**config.mk**
```make
export PLATFORM = sky130hd
export DESIGN_NAME = cpig_top
export DESIGN_NICKNAME = d
export VERILOG_FILES = /design/src/hdl/cpig_pkg.sv /design/src/hdl/cpig_flag_bit.sv /design/src/hdl/cpig_top.sv
export SDC_FILE = /design/constraint.sdc
export NUM_CORES = 1
export LEC_CHECK = 0
export BUFFER_PORTS_ARGS = -buffer_cell sky130_fd_sc_hd__buf_2
export CORE_ASPECT_RATIO = 1.25
export CORE_UTILIZATION = 47
export CTS_CLUSTER_DIAMETER = 40
export DETAILED_ROUTE_END_ITERATION = 12
export MAX_ROUTING_LAYER = met4
export PLACE_DENSITY = 0.79
export SLEW_MARGIN = 30
export SYNTH_ARGS = -nofsm -noshare
export SYNTH_HDL_FRONTEND = slang
export SYNTH_SLANG_ARGS = --single-unit
```
**constraint.sdc**
```tcl
create_clock -name clk_sys_i -period 1.1 [get_ports clk_sys_i]
set_input_delay 0.055 -clock clk_sys_i [delete_from_list [all_inputs] [get_ports clk_sys_i]]
set_output_delay 0.055 -clock clk_sys_i [all_outputs]
set_load 0.01 [all_outputs]
```
**src/hdl/cpig_pkg.sv**
```systemverilog
package cpig_pkg;

	// Register indices as printed; the byte address is four times the index.
	localparam logic [7:0] CPIG_IDX_CTRL_B0 = 8'h0B;
	localparam logic [7:0] CPIG_IDX_CTRL_B1 = 8'h8B;
	localparam logic [7:0] CPIG_IDX_PFLAG = 8'h0C;
	localparam logic [7:0] CPIG_IDX_PEN = 8'h8C;
	// Extra registers for the system-level event status and mask.
	localparam logic [7:0] CPIG_IDX_EVT_STAT = 8'hF0;
	localparam logic [7:0] CPIG_IDX_EVT_MASK = 8'hF1;
	localparam int CPIG_ADDR_LSB = 2;

	// Interrupt control register bit positions.
	localparam int CPIG_CTRL_GIE = 7;
	localparam int CPIG_CTRL_PERIPHERAL_GROUP_ENABLE = 6;
	localparam int CPIG_CTRL_T0E = 5;
	localparam int CPIG_CTRL_EPE = 4;
	localparam int CPIG_CTRL_PCE = 3;
	localparam int CPIG_CTRL_T0F = 2;
	localparam int CPIG_CTRL_EPF = 1;
	localparam int CPIG_CTRL_PCF = 0;

	// Peripheral enable and flag bit positions (shared layout).
	localparam int CPIG_PER_CONV = 6;
	localparam int CPIG_PER_CCMP = 2;
	localparam int CPIG_PER_T2 = 1;
	localparam int CPIG_PER_T1 = 0;
	localparam logic [7:0] CPIG_PER_IMPL_MASK = 8'h47;

	// Reset values; the port-change flag is undefined at power-on, taken as zero.
	localparam logic [7:0] CPIG_CTRL_RST = 8'h00;
	localparam logic [7:0] CPIG_PER_RST = 8'h00;

	// Source event strobes, one cycle each.
	typedef struct packed {
		logic timer0_ovf;
		logic edge_pin;
		logic port_change;
		logic conv_done;
		logic capture_compare;
		logic timer2_match;
		logic timer1_ovf;
	} cpig_events_t;

endpackage

```
**src/hdl/cpig_flag_bit.sv**
```systemverilog
`timescale 1ns/1ns
// Sticky flag: a hardware set wins over a same-cycle clear.
module cpig_flag_bit (
	// Clock and reset.
	input wire logic clk_sys_i,
	input wire logic arst_n_i,
	// Set and software update.
	input wire logic set_i,
	input wire logic wr_i,
	input wire logic wdata_i,
	// Stored flag.
	output logic flag_o
);

	// Software may write either value; hardware set has priority.
	always_ff @(posedge clk_sys_i or negedge arst_n_i) begin
		if (!arst_n_i) begin
			flag_o <= 1'b0;
		end else if (set_i) begin
			flag_o <= 1'b1;
		end else if (wr_i) begin
			flag_o <= wdata_i;
		end
	end

endmodule

```
**src/hdl/cpig_top.sv**
```systemverilog
`timescale 1ns/1ns
module cpig_top (
	// System.
	input wire logic clk_sys_i,
	input wire logic arst_n_i,
	// APB slave.
	input wire logic psel_i,
	input wire logic penable_i,
	input wire logic pwrite_i,
	input wire logic [11:0] paddr_i,
	input wire logic [31:0] pwdata_i,
	input wire logic [3:0] pstrb_i,
	output logic [31:0] prdata_o,
	output logic pready_o,
	output logic pslverr_o,
	// Source events.
	input wire cpig_pkg::cpig_events_t events_i,
	// Requests.
	output logic core_irq_o,
	output logic sys_irq_o
);

	logic [7:0] ctrl_en;
	logic [7:0] pen;
	logic [7:0] pflag;
	logic t0f;
	logic epf;
	logic pcf;
	logic [6:0] evt_stat;
	logic [6:0] evt_mask;
	logic [7:0] idx;
	logic acc;
	logic wr;
	logic rd;
	logic hit_ctrl;
	logic hit_pen;
	logic hit_pflag;
	logic hit_stat;
	logic hit_mask;
	logic mapped;
	logic lane0;
	logic [7:0] wd;
	logic [7:0] ctrl_rd;
	logic [31:0] next_prdata;
	logic next_core_irq;
	logic [6:0] evt_vec;

	// Top bit of the register index within the byte address.
	localparam int CPIG_ADDR_LSB_HI = cpig_pkg::CPIG_ADDR_LSB + 7;

	// Zero-wait APB: every access completes in its first access cycle.
	assign idx = paddr_i[CPIG_ADDR_LSB_HI:cpig_pkg::CPIG_ADDR_LSB];
	assign acc = psel_i && penable_i;
	assign lane0 = pstrb_i[0];
	assign wd = pwdata_i[7:0];
	assign wr = acc && pwrite_i && lane0;
	assign rd = acc && !pwrite_i;
	// Both bank aliases reach the same storage.
	assign hit_ctrl = (idx == cpig_pkg::CPIG_IDX_CTRL_B0) || (idx == cpig_pkg::CPIG_IDX_CTRL_B1);
	assign hit_pen = idx == cpig_pkg::CPIG_IDX_PEN;
	assign hit_pflag = idx == cpig_pkg::CPIG_IDX_PFLAG;
	assign hit_stat = idx == cpig_pkg::CPIG_IDX_EVT_STAT;
	assign hit_mask = idx == cpig_pkg::CPIG_IDX_EVT_MASK;
	assign mapped = hit_ctrl || hit_pen || hit_pflag || hit_stat || hit_mask;

	// Enable half of the control register: bits 7 to 3.
	always_ff @(posedge clk_sys_i or negedge arst_n_i) begin
		if (!arst_n_i) begin
			ctrl_en <= cpig_pkg::CPIG_CTRL_RST;
		end else if (wr && hit_ctrl) begin
			ctrl_en <= {wd[7:3], 3'h0};
		end
	end

	// Peripheral enables; unimplemented bits never store.
	always_ff @(posedge clk_sys_i or negedge arst_n_i) begin
		if (!arst_n_i) begin
			pen <= cpig_pkg::CPIG_PER_RST;
		end else if (wr && hit_pen) begin
			pen <= wd & cpig_pkg::CPIG_PER_IMPL_MASK;
		end
	end

	// Core flags: set by their events whatever the enables, cleared by software.
	cpig_flag_bit u_t0f (
		.clk_sys_i(clk_sys_i),
		.arst_n_i(arst_n_i),
		.set_i(events_i.timer0_ovf),
		.wr_i(wr && hit_ctrl),
		.wdata_i(wd[cpig_pkg::CPIG_CTRL_T0F]),
		.flag_o(t0f)
	);
	cpig_flag_bit u_epf (
		.clk_sys_i(clk_sys_i),
		.arst_n_i(arst_n_i),
		.set_i(events_i.edge_pin),
		.wr_i(wr && hit_ctrl),
		.wdata_i(wd[cpig_pkg::CPIG_CTRL_EPF]),
		.flag_o(epf)
	);
	cpig_flag_bit u_pcf (
		.clk_sys_i(clk_sys_i),
		.arst_n_i(arst_n_i),
		.set_i(events_i.port_change),
		.wr_i(wr && hit_ctrl),
		.wdata_i(wd[cpig_pkg::CPIG_CTRL_PCF]),
		.flag_o(pcf)
	);

	// Peripheral flags share the enable layout; bits outside it stay zero.
	genvar gi;
	generate
		for (gi = 0; gi < 8; gi++) begin : g_pflag
			if (cpig_pkg::CPIG_PER_IMPL_MASK[gi]) begin : g_impl
				logic set_b;
				assign set_b = (gi == cpig_pkg::CPIG_PER_CONV) ? events_i.conv_done :
					(gi == cpig_pkg::CPIG_PER_CCMP) ? events_i.capture_compare :
					(gi == cpig_pkg::CPIG_PER_T2) ? events_i.timer2_match :
					events_i.timer1_ovf;
				cpig_flag_bit u_f (
					.clk_sys_i(clk_sys_i),
					.arst_n_i(arst_n_i),
					.set_i(set_b),
					.wr_i(wr && hit_pflag),
					.wdata_i(wd[gi]),
					.flag_o(pflag[gi])
				);
			end else begin : g_none
				assign pflag[gi] = 1'b0;
			end
		end
	endgenerate

	// Read view of the control register.
	assign ctrl_rd = {ctrl_en[7:3], t0f, epf, pcf};

	// The core request; software is expected to clear stale flags before enabling.
	always_comb begin
		next_core_irq = ctrl_en[cpig_pkg::CPIG_CTRL_GIE] && (
			(ctrl_en[cpig_pkg::CPIG_CTRL_T0E] && t0f) ||
			(ctrl_en[cpig_pkg::CPIG_CTRL_EPE] && epf) ||
			(ctrl_en[cpig_pkg::CPIG_CTRL_PCE] && pcf) ||
			(ctrl_en[cpig_pkg::CPIG_CTRL_PERIPHERAL_GROUP_ENABLE] && |(pen & pflag)));
	end

	always_ff @(posedge clk_sys_i or negedge arst_n_i) begin
		if (!arst_n_i) begin
			core_irq_o <= 1'b0;
		end else begin
			core_irq_o <= next_core_irq;
		end
	end

	// System status: every source event is latched; reading clears, set wins.
	// Only bits that the read reported are cleared, so an event that lands at the
	// setup edge, after the read data were taken, is not lost.
	assign evt_vec = {events_i.timer0_ovf, events_i.edge_pin, events_i.port_change,
		events_i.conv_done, events_i.capture_compare, events_i.timer2_match,
		events_i.timer1_ovf};

	always_ff @(posedge clk_sys_i or negedge arst_n_i) begin
		if (!arst_n_i) begin
			evt_stat <= 7'h00;
		end else if (rd && hit_stat) begin
			evt_stat <= (evt_stat & ~prdata_o[6:0]) | evt_vec;
		end else begin
			evt_stat <= evt_stat | evt_vec;
		end
	end

	always_ff @(posedge clk_sys_i or negedge arst_n_i) begin
		if (!arst_n_i) begin
			evt_mask <= 7'h00;
		end else if (wr && hit_mask) begin
			evt_mask <= wd[6:0];
		end
	end

	// Level output, high while an unmasked status bit stands.
	always_ff @(posedge clk_sys_i or negedge arst_n_i) begin
		if (!arst_n_i) begin
			sys_irq_o <= 1'b0;
		end else begin
			sys_irq_o <= |(evt_stat & evt_mask);
		end
	end

	// Read mux; unmapped addresses read zero and answer with an error.
	always_comb begin
		next_prdata = 32'h0000_0000;
		if (hit_ctrl) begin
			next_prdata = {24'h00_0000, ctrl_rd};
		end else if (hit_pen) begin
			next_prdata = {24'h00_0000, pen};
		end else if (hit_pflag) begin
			next_prdata = {24'h00_0000, pflag};
		end else if (hit_stat) begin
			next_prdata = {25'h000_0000, evt_stat};
		end else if (hit_mask) begin
			next_prdata = {25'h000_0000, evt_mask};
		end
	end

	// Registered answer held during the access phase; pready pulses one cycle.
	always_ff @(posedge clk_sys_i or negedge arst_n_i) begin
		if (!arst_n_i) begin
			pready_o <= 1'b0;
			pslverr_o <= 1'b0;
			prdata_o <= 32'h0000_0000;
		end else if (psel_i && !penable_i) begin
			pready_o <= 1'b1;
			pslverr_o <= !mapped;
			prdata_o <= pwrite_i ? 32'h0000_0000 : next_prdata;
		end else begin
			pready_o <= 1'b0;
			pslverr_o <= 1'b0;
		end
	end

endmodule

```
==> impl_metrics.csv, run 1 <==
group,metric,value,unit
global_route,grt_pass1_wl,9470,um
die,die-width,63.7,um
yosys,syn_area_per_cell,11.2,um^2
yosys,synth.distinct_cells,40,
sta,fmaxAchievable,737,MHz
yosys,synth.cell_area,2230,um^2
route,first_pass_iters,5,
setup_path,path_delay_family,"simple AND/OR/NAND/NOR gates",
yosys,yosysWarnings,0,
status,outcome,"finished, violations left",
placed_design,placed_area,2700,um^2
global_route,antenna_found_initial,0,
yosys,postSynthCellCount,200,
route,finalWirelength,6210,um
route,via_per_inst,5.51,
global_route,grt_max_degree,43,
sta,min_period_over_period,1.23,
die,initial_core_util,0.497,
layout,n_antenna_cell,0,
layout,fin_area,3130,um^2
setup_path,cp_slowest_cell,"or3_4",
sta,rsz0062_at_grt,"true",
setup_path,cp-start-kind,"primary input",
clock_tree,cts_inserted_buffers,5,
sta,slew_viol_final,0,
setup_path,crit_fanout,7,
placed_design,io_buffers,40,
die,design.core.area,4490,um^2
placed_design,dpl.cell_count,321,
layout,drive_above_1_share,0.433,
route,ant_nets,0,
clock_tree,clk_path_buf_depth,2,
power_and_ir_drop,power.density,967,nW/um^2
clock_tree,path_clk_slew,0.08,ns
die,placementRows,27,
layout,nets,352,
yosys,ys_ff_latch,42,
power_and_ir_drop,ir_worst_vdd,0.000794,V
sta,period_needed,1.36,ns
yosys,synth_seq_area_share,0.471,
die,die_h,79.1,um
setup_path,cpPeakStageDelay,0.46,ns
route,vias,1935,
clock_tree,cts-root-buf,"clkbuf_8",
setup_path,critPathBufInv,1,
status,violations,"negative setup slack",
yosys,synthArstFlopShare,1.00,
layout,layout.cells.non_filler,351,
layout,area_growth,40.3,%
global_route,grt_overflow_total,0,
die,die-area,5030,um^2
sta,timing.final.hold_violations,0,
clock_tree,numClockSinks,42,
route,avgRoutedWirePerCell,17.7,um
placed_design,dp_slack,-0.629,ns
job,maxCapViolations,0,
sta,setup_ws,-0.256,ns
route,drc,0,
clock_tree,htree_num_levels,2,
setup_path,crit_chain,"buf_6 -> nand4b_1 -> or3_4 -> or3_4 -> mux2_4",
sta,finClkSkew,0.00721,ns
setup_path,crit_type,"primary input to flip-flop",
setup_path,crit_top_cell,"or3_4",
clock_tree,clkLatencyLatePin,0.31,ns
setup_path,worstPathRequired,1.29,ns
min_path,min_path_type,"primary input to flip-flop",
yosys,synth-edff-count,0,
global_route,grt_usage,0.263,
yosys,synth-main-ff-cell,"dfrtp_1",
setup_path,arrival,1.55,ns
placed_design,gp_congestion,0.899,
layout,final_util,0.698,
route,drt_iter0_drc,154,
global_route,grt_pass1_vias,1870,
setup_path,cp-end-kind,"flip-flop",
die,num_io_pins,96,
clock_tree,cts_tree,"yes",
sta,setup_viol,26,
power_and_ir_drop,leakagePower,0.00150,uW
placed_design,hpwl,4240,um
-- flip-flops by register name, summed over array words and instances (netlist names) --
name                       cells
pen                            4
u_t0f.flag_o                   1
u_epf.flag_o                   1
ctrl_en                        5
pready_o                       1
sys_irq_o                      1
prdata_o                       8
pslverr_o                      1
g_pflag.g_impl.u_f.flag_o      4
evt_stat                       7
core_irq_o                     1
evt_mask                       7
u_pcf.flag_o                   1
-- repair_timing --
action                                  4_1_cts  5_1_grt
gates resized for setup                       9       27
buffers inserted                              4        7
pin swaps                                     5       16
cloned                                        0        1
endpoints found under the setup margin       12       33
hold endpoints to repair                     62        0
hold buffers                                 12        0
-- routing by layer --
layer | wire, um | track usage | part of all wire
met1 | 2600 | 0.318 | 0.42
met2 | 3160 | 0.440 | 0.51
met3 | 380 | 0.0489 | 0.061
met4 | 73 | 0.0864 | 0.012
met5 | 0 | - | 0
-- placed cells by master (no fill, tap or decap), types with 4 or more instances in the layout --
cell / synthesis / routed
dfrtp_1: 42 / 42
buf_2: 2 / 36
buf_4: 24 / 32
conb_1: 1 / 24
nand2_1: 18 / 17
mux2_4: 7 / 13
dlygate4sd3_1: 0 / 12
nor2b_1: 11 / 9
buf_6: 1 / 9
a21o_1: 7 / 7
a211o_1: 7 / 7
mux2i_1: 7 / 7
a22o_1: 5 / 5
o21ai_0: 11 / 5
clkbuf_8: 0 / 5
or3_4: 0 / 4
a31o_2: 4 / 4
-- where the power goes --
group | switching, uW | internal [uW]
clock network | 599 | 458
logic | 219 | 191
registers | 7.59 | 1560
-- layout make-up --
type	count	area, um^2
fill	355	1360
multi-input combinational	149	1210
inverter	2	7.51
timing repair buffer	92	697
tap	58	72.6
sequential	42	1050
clock buffer	5	68.8
clock inverter	3	25.0
-- kinds of logic after synthesis --
| group | synth area share |
|---|---|
| flip-flops | 0.471 |
| other | 0.00168 |
| buffers and inverters | 0.0986 |
| AND/OR/NAND/NOR | 0.137 |
| multiplexers | 0.124 |
| AO/OA/AOI/OAI | 0.169 |
-- final timing paths --
path	from	end	slack, ns	cells after the start
max in group asynchronous	arst_n_i	evt_mask[5]$_DFFE_PN0P_	0.64	3
hold reg to reg	prdata_o[7]$_DFFE_PN0P_	prdata_o[7]$_DFFE_PN0P_	0.49	2
min in group asynchronous	arst_n_i	evt_stat[0]$_DFF_PN0_	0.24	3
setup / recovery	paddr_i[3]	evt_mask[5]$_DFFE_PN0P_	-0.26	5
setup reg to reg	u_pcf.flag_o$_DFFE_PN0P_	core_irq_o$_DFF_PN0_	-0.04	2
hold / removal	pwdata_i[1]	u_epf.flag_o$_DFFE_PN0P_	0.03	2
-- Yosys cell counts (all sizes together), types with 2 or more instances --
cell | number | area share
dfrtp | 42 | 0.47
buf | 28 | 0.092
nand2 | 18 | 0.030
mux2 | 16 | 0.092
nor2b | 11 | 0.031
o21ai | 11 | 0.025
a211o | 7 | 0.027
a21o | 7 | 0.024
mux2i | 7 | 0.031
a22o | 5 | 0.020
a31o | 4 | 0.016
a32oi | 4 | 0.016
o22ai | 4 | 0.011
or3 | 4 | 0.011
nor3 | 3 | 0.0067
o2bb2ai | 3 | 0.012
a222oi | 2 | 0.0090
a22oi | 2 | 0.0067
clkbuf | 2 | 0.0034
inv | 2 | 0.0034
nand4b | 2 | 0.0078
nand4bb | 2 | 0.010
nor4 | 2 | 0.0084
-- per-stage QoR --
| stage | setup TNS (ns) | total power, uW | hold slack [ns] |
|---|---|---|---|
| finish | -2.19 | 3030 | 0.0323 |
| global route | -2.83 | 3160 | 0.0488 |
| CTS | -1.75 | 3020 | 0.0416 |
| detailed placement | -12.32 | 1920 | 0.0486 |
| global placement | -11.29 | 1920 | 0.0401 |
| floorplan | -6.68 | 1790 | -0.241 |
(Power assumes the default switching activity.)
==> run 2: changes to the inputs <==
--- a/config.mk
+++ b/config.mk
@@ -5,9 +5,11 @@
 export SDC_FILE = /design/constraint.sdc
 export NUM_CORES = 1
 export LEC_CHECK = 0
+export ABC_AREA = 1
 export BUFFER_PORTS_ARGS = -buffer_cell sky130_fd_sc_hd__buf_2
 export CORE_ASPECT_RATIO = 1.25
-export CORE_UTILIZATION = 47
+export CORE_MARGIN = 2
+export CORE_UTILIZATION = 48
 export CTS_CLUSTER_DIAMETER = 40
 export DETAILED_ROUTE_END_ITERATION = 12
 export MAX_ROUTING_LAYER = met4
==> impl_metrics.csv, run 2 <==
group,metric,value,unit
sta,setup_ws,0.0682,ns
setup_path,crit_fanout,2,
clock_tree,cts-root-buf,"clkbuf_8",
placed_design,placed_area,2720,um^2
route,via_per_inst,4.83,
placed_design,dpl.cell_count,413,
yosys,ys_ff_latch,42,
setup_path,crit_type,"flip-flop to flip-flop",
route,drc,0,
yosys,yosysTopAreaCell,"dfrtp_1",
sta,rsz0062_at_grt,"true",
clock_tree,cts_tree,"yes",
power_and_ir_drop,p_seq_frac,0.500,
yosys,synth.distinct_cells,27,
min_path,min-delay-start,"pwdata_i[6]",
global_route,met1_usage,0.262,
clock_tree,clk_path_buf_depth,2,
sta,setup_viol,0,
power_and_ir_drop,intPower,2380,uW
die,num_io_pins,96,
setup_path,reg2reg_slack,0.07,ns
setup_path,crit_end,"core_irq_o$_DFF_PN0_",
placed_design,dp_slack,-0.0708,ns
die,placementRows,28,
power_and_ir_drop,switching_power,760,uW
layout,fill_cells,431,
setup_path,r2r_cells,3,
yosys,synth_most_common_cell,"nand2_1",
layout,n_antenna_cell,0,
clock_tree,numClockSinks,42,
die,die-area,5540,um^2
layout,area_growth,26.3,%
yosys,synth_seq_area_share,0.442,
setup_path,timing.rr.start,"g_pflag[0].g_impl.u_f.flag_o$_DFFE_PN0P_",
yosys,synth_area_leaders,"dfrtp_1 44%, nand2_1 13%, buf_4 7.6%, inv_1 5.7%, o21ai_0 4.4%",
power_and_ir_drop,p_total,3140,uW
power_and_ir_drop,power.density,1040,nW/um^2
power_and_ir_drop,p_sw_frac,0.242,
power_and_ir_drop,ir_worst_vdd,0.000599,V
global_route,top_usage_layer,"met2",
layout,nets,435,
setup_path,arrival,1.20,ns
job,maxCapViolations,0,
yosys,synth-main-ff-cell,"dfrtp_1",
route,vias,2105,
sta,slew_viol_final,0,
layout,layout_commonest_cell,"nand2_1",
route,ant_nets,0,
power_and_ir_drop,p_comb_frac,0.112,
die,design.core.area,4760,um^2
die,initial_core_util,0.499,
global_route,grt_max_degree,43,
layout,top_register,"prdata_o",
layout,fin_area,3000,um^2
route,finalWirelength,5550,um
clock_tree,cts_setup_buffers,0,
die,die_h,82.7,um
min_path,min_path_type,"primary input to flip-flop",
status,outcome,"finished, final reports clean",
yosys,yosysWarnings,0,
global_route,antenna_found_initial,0,
layout,final_util,0.630,
clock_tree,clkLatencyLatePin,0.30,ns
layout,largest_reg_flops,8,
clock_tree,htree_num_levels,2,
global_route,grt_util_met2,0.419,
yosys,syn_area_per_cell,8.11,um^2
layout,drive_above_1_share,0.255,
die,die-width,66.9,um
global_route,met3_usage,0.0352,
setup_path,cp-end-kind,"flip-flop",
sta,finClkSkew,0.00835,ns
setup_path,startpoint,"g_pflag[0].g_impl.u_f.flag_o$_DFFE_PN0P_",
yosys,synth-edff-count,0,
clock_tree,path_clk_slew,0.08,ns
global_route,grt_usage,0.235,
route,avgRoutedWirePerCell,12.7,um
route,first_pass_iters,4,
placed_design,hpwl,4300,um
setup_path,r2r-end,"core_irq_o$_DFF_PN0_",
power_and_ir_drop,leakagePower,0.00163,uW
layout,register_area,1050,um^2
yosys,synthArstFlopShare,1.00,
global_route,grt_pass1_vias,2085,
sta,period_needed,1.03,ns
sta,timing.final.hold_violations,0,
power_and_ir_drop,p_clk_frac,0.388,
setup_path,worstPathRequired,1.27,ns
setup_path,cp-start-kind,"flip-flop",
yosys,ys_top_cells_by_count,"82 x nand2_1, 42 x dfrtp_1, 36 x inv_1, 24 x buf_4, 21 x o21ai_0",
yosys,postSynthCellCount,293,
sta,fmaxAchievable,969,MHz
layout,layout_common_cells,"82 x nand2_1, 42 x dfrtp_1, 40 x buf_2, 36 x inv_1, 24 x conb_1",
sta,min_period_over_period,0.938,
placed_design,io_buffers,40,
layout,reg.largest.list,"prdata_o (8), evt_mask (7), evt_stat (7)",
yosys,synth.cell_area,2380,um^2
yosys,yosysTopAreaCellShare,0.442,
route,drt_iter0_drc,98,
layout,multiInputGateArea,1070,um^2
layout,layout.cells.non_filler,436,
global_route,grt_overflow_total,0,
placed_design,gp_congestion,0.910,
global_route,grt_pass1_wl,9320,um
clock_tree,cts_inserted_buffers,5,
-- run 2: cell count changes after synthesis, moves of 5 or more --
cell / change
a21oi_1: +8
mux2i_1: -7
a211o_1: -7
nand2_1: +64
inv_1: +34
mux2_2: -9
nor2_4: +6
o21ai_0: +10
nor2_1: +12
nand3_1: +18
nor2b_1: -11
mux2_4: -7
nand4_1: +5
-- run 2: timing repair --
action | 4_1_cts | 5_1_grt
endpoints found under the hold margin | 62 | 0
hold buffers | 15 | 0
gates resized for setup | 2 | 5
setup endpoints to repair | 2 | 3
pin swaps | 0 | 7
-- run 2: kinds of logic after synthesis --
group / synth area share
other: 0.00158
AOI/OAI and AO/OA: 0.119
buffers and inverters: 0.150
DFF: 0.442
and+or+nand+nor: 0.287
-- run 2: worst min path at each step --
| stage | to | slack [ns] | cells past startpoint |
|---|---|---|---|
| 2_1_floorplan | core_irq_o$_DFF_PN0_ | -0.24 | 0 |
| 3_3_place_gp | g_pflag[0].g_impl.u_f.flag_o$_DFFE_PN0P_ | 0.04 | 2 |
| 3_5_place_dp | g_pflag[0].g_impl.u_f.flag_o$_DFFE_PN0P_ | 0.04 | 2 |
| 4_1_cts | g_pflag[6].g_impl.u_f.flag_o$_DFFE_PN0P_ | 0.001 | 3 |
| 5_1_grt | g_pflag[6].g_impl.u_f.flag_o$_DFFE_PN0P_ | 0.08 | 3 |
| 6_report | g_pflag[6].g_impl.u_f.flag_o$_DFFE_PN0P_ | 0.01 | 3 |
-- run 2: per-stage QoR --
| step | TNS [ns] | hold slack, ns |
|---|---|---|
| after floorplan | 0 | -0.241 |
| after global placement | -0.296 | 0.0414 |
| after detailed placement | -0.650 | 0.0433 |
| after CTS | 0 | 0.00149 |
| after global routing | -0.0156 | 0.0759 |
| final | 0 | 0.0145 |
-- run 2: area by class of cell --
class | instances | area share
Multi-Input combinational cell | 209 | 0.357
Sequential cell | 42 | 0.350
Timing Repair Buffer | 79 | 0.183
Inverter | 38 | 0.0475
Tap cell | 60 | 0.0250
Clock buffer | 6 | 0.0242
Clock inverter | 2 | 0.0125
-- run 2: power groups by stage --
stage | registers (uW) | logic (uW) | clock network [uW]
final | 1570 | 352 | 1220
after global routing | 1570 | 397 | 1280
after detailed placement | 1600 | 307 | 0
after CTS | 1570 | 349 | 1240
after floorplan | 1600 | 199 | 0
after global placement | 1600 | 301 | 0
-- run 2: worst max-delay path: stages, from the launching register on --
cell,delay (ns)
dfrtp_1,0.40
a22o_1,0.24
o21ai_1,0.18
a21boi_1,0.10
-- run 2: metal layers --
layer / share of wire / vias to the layer above
li1: - / 1045
met1: 0.40 / 979
met2: 0.53 / 74
met3: 0.054 / 7
met4: 0.018 / 0
met5: 0 / -
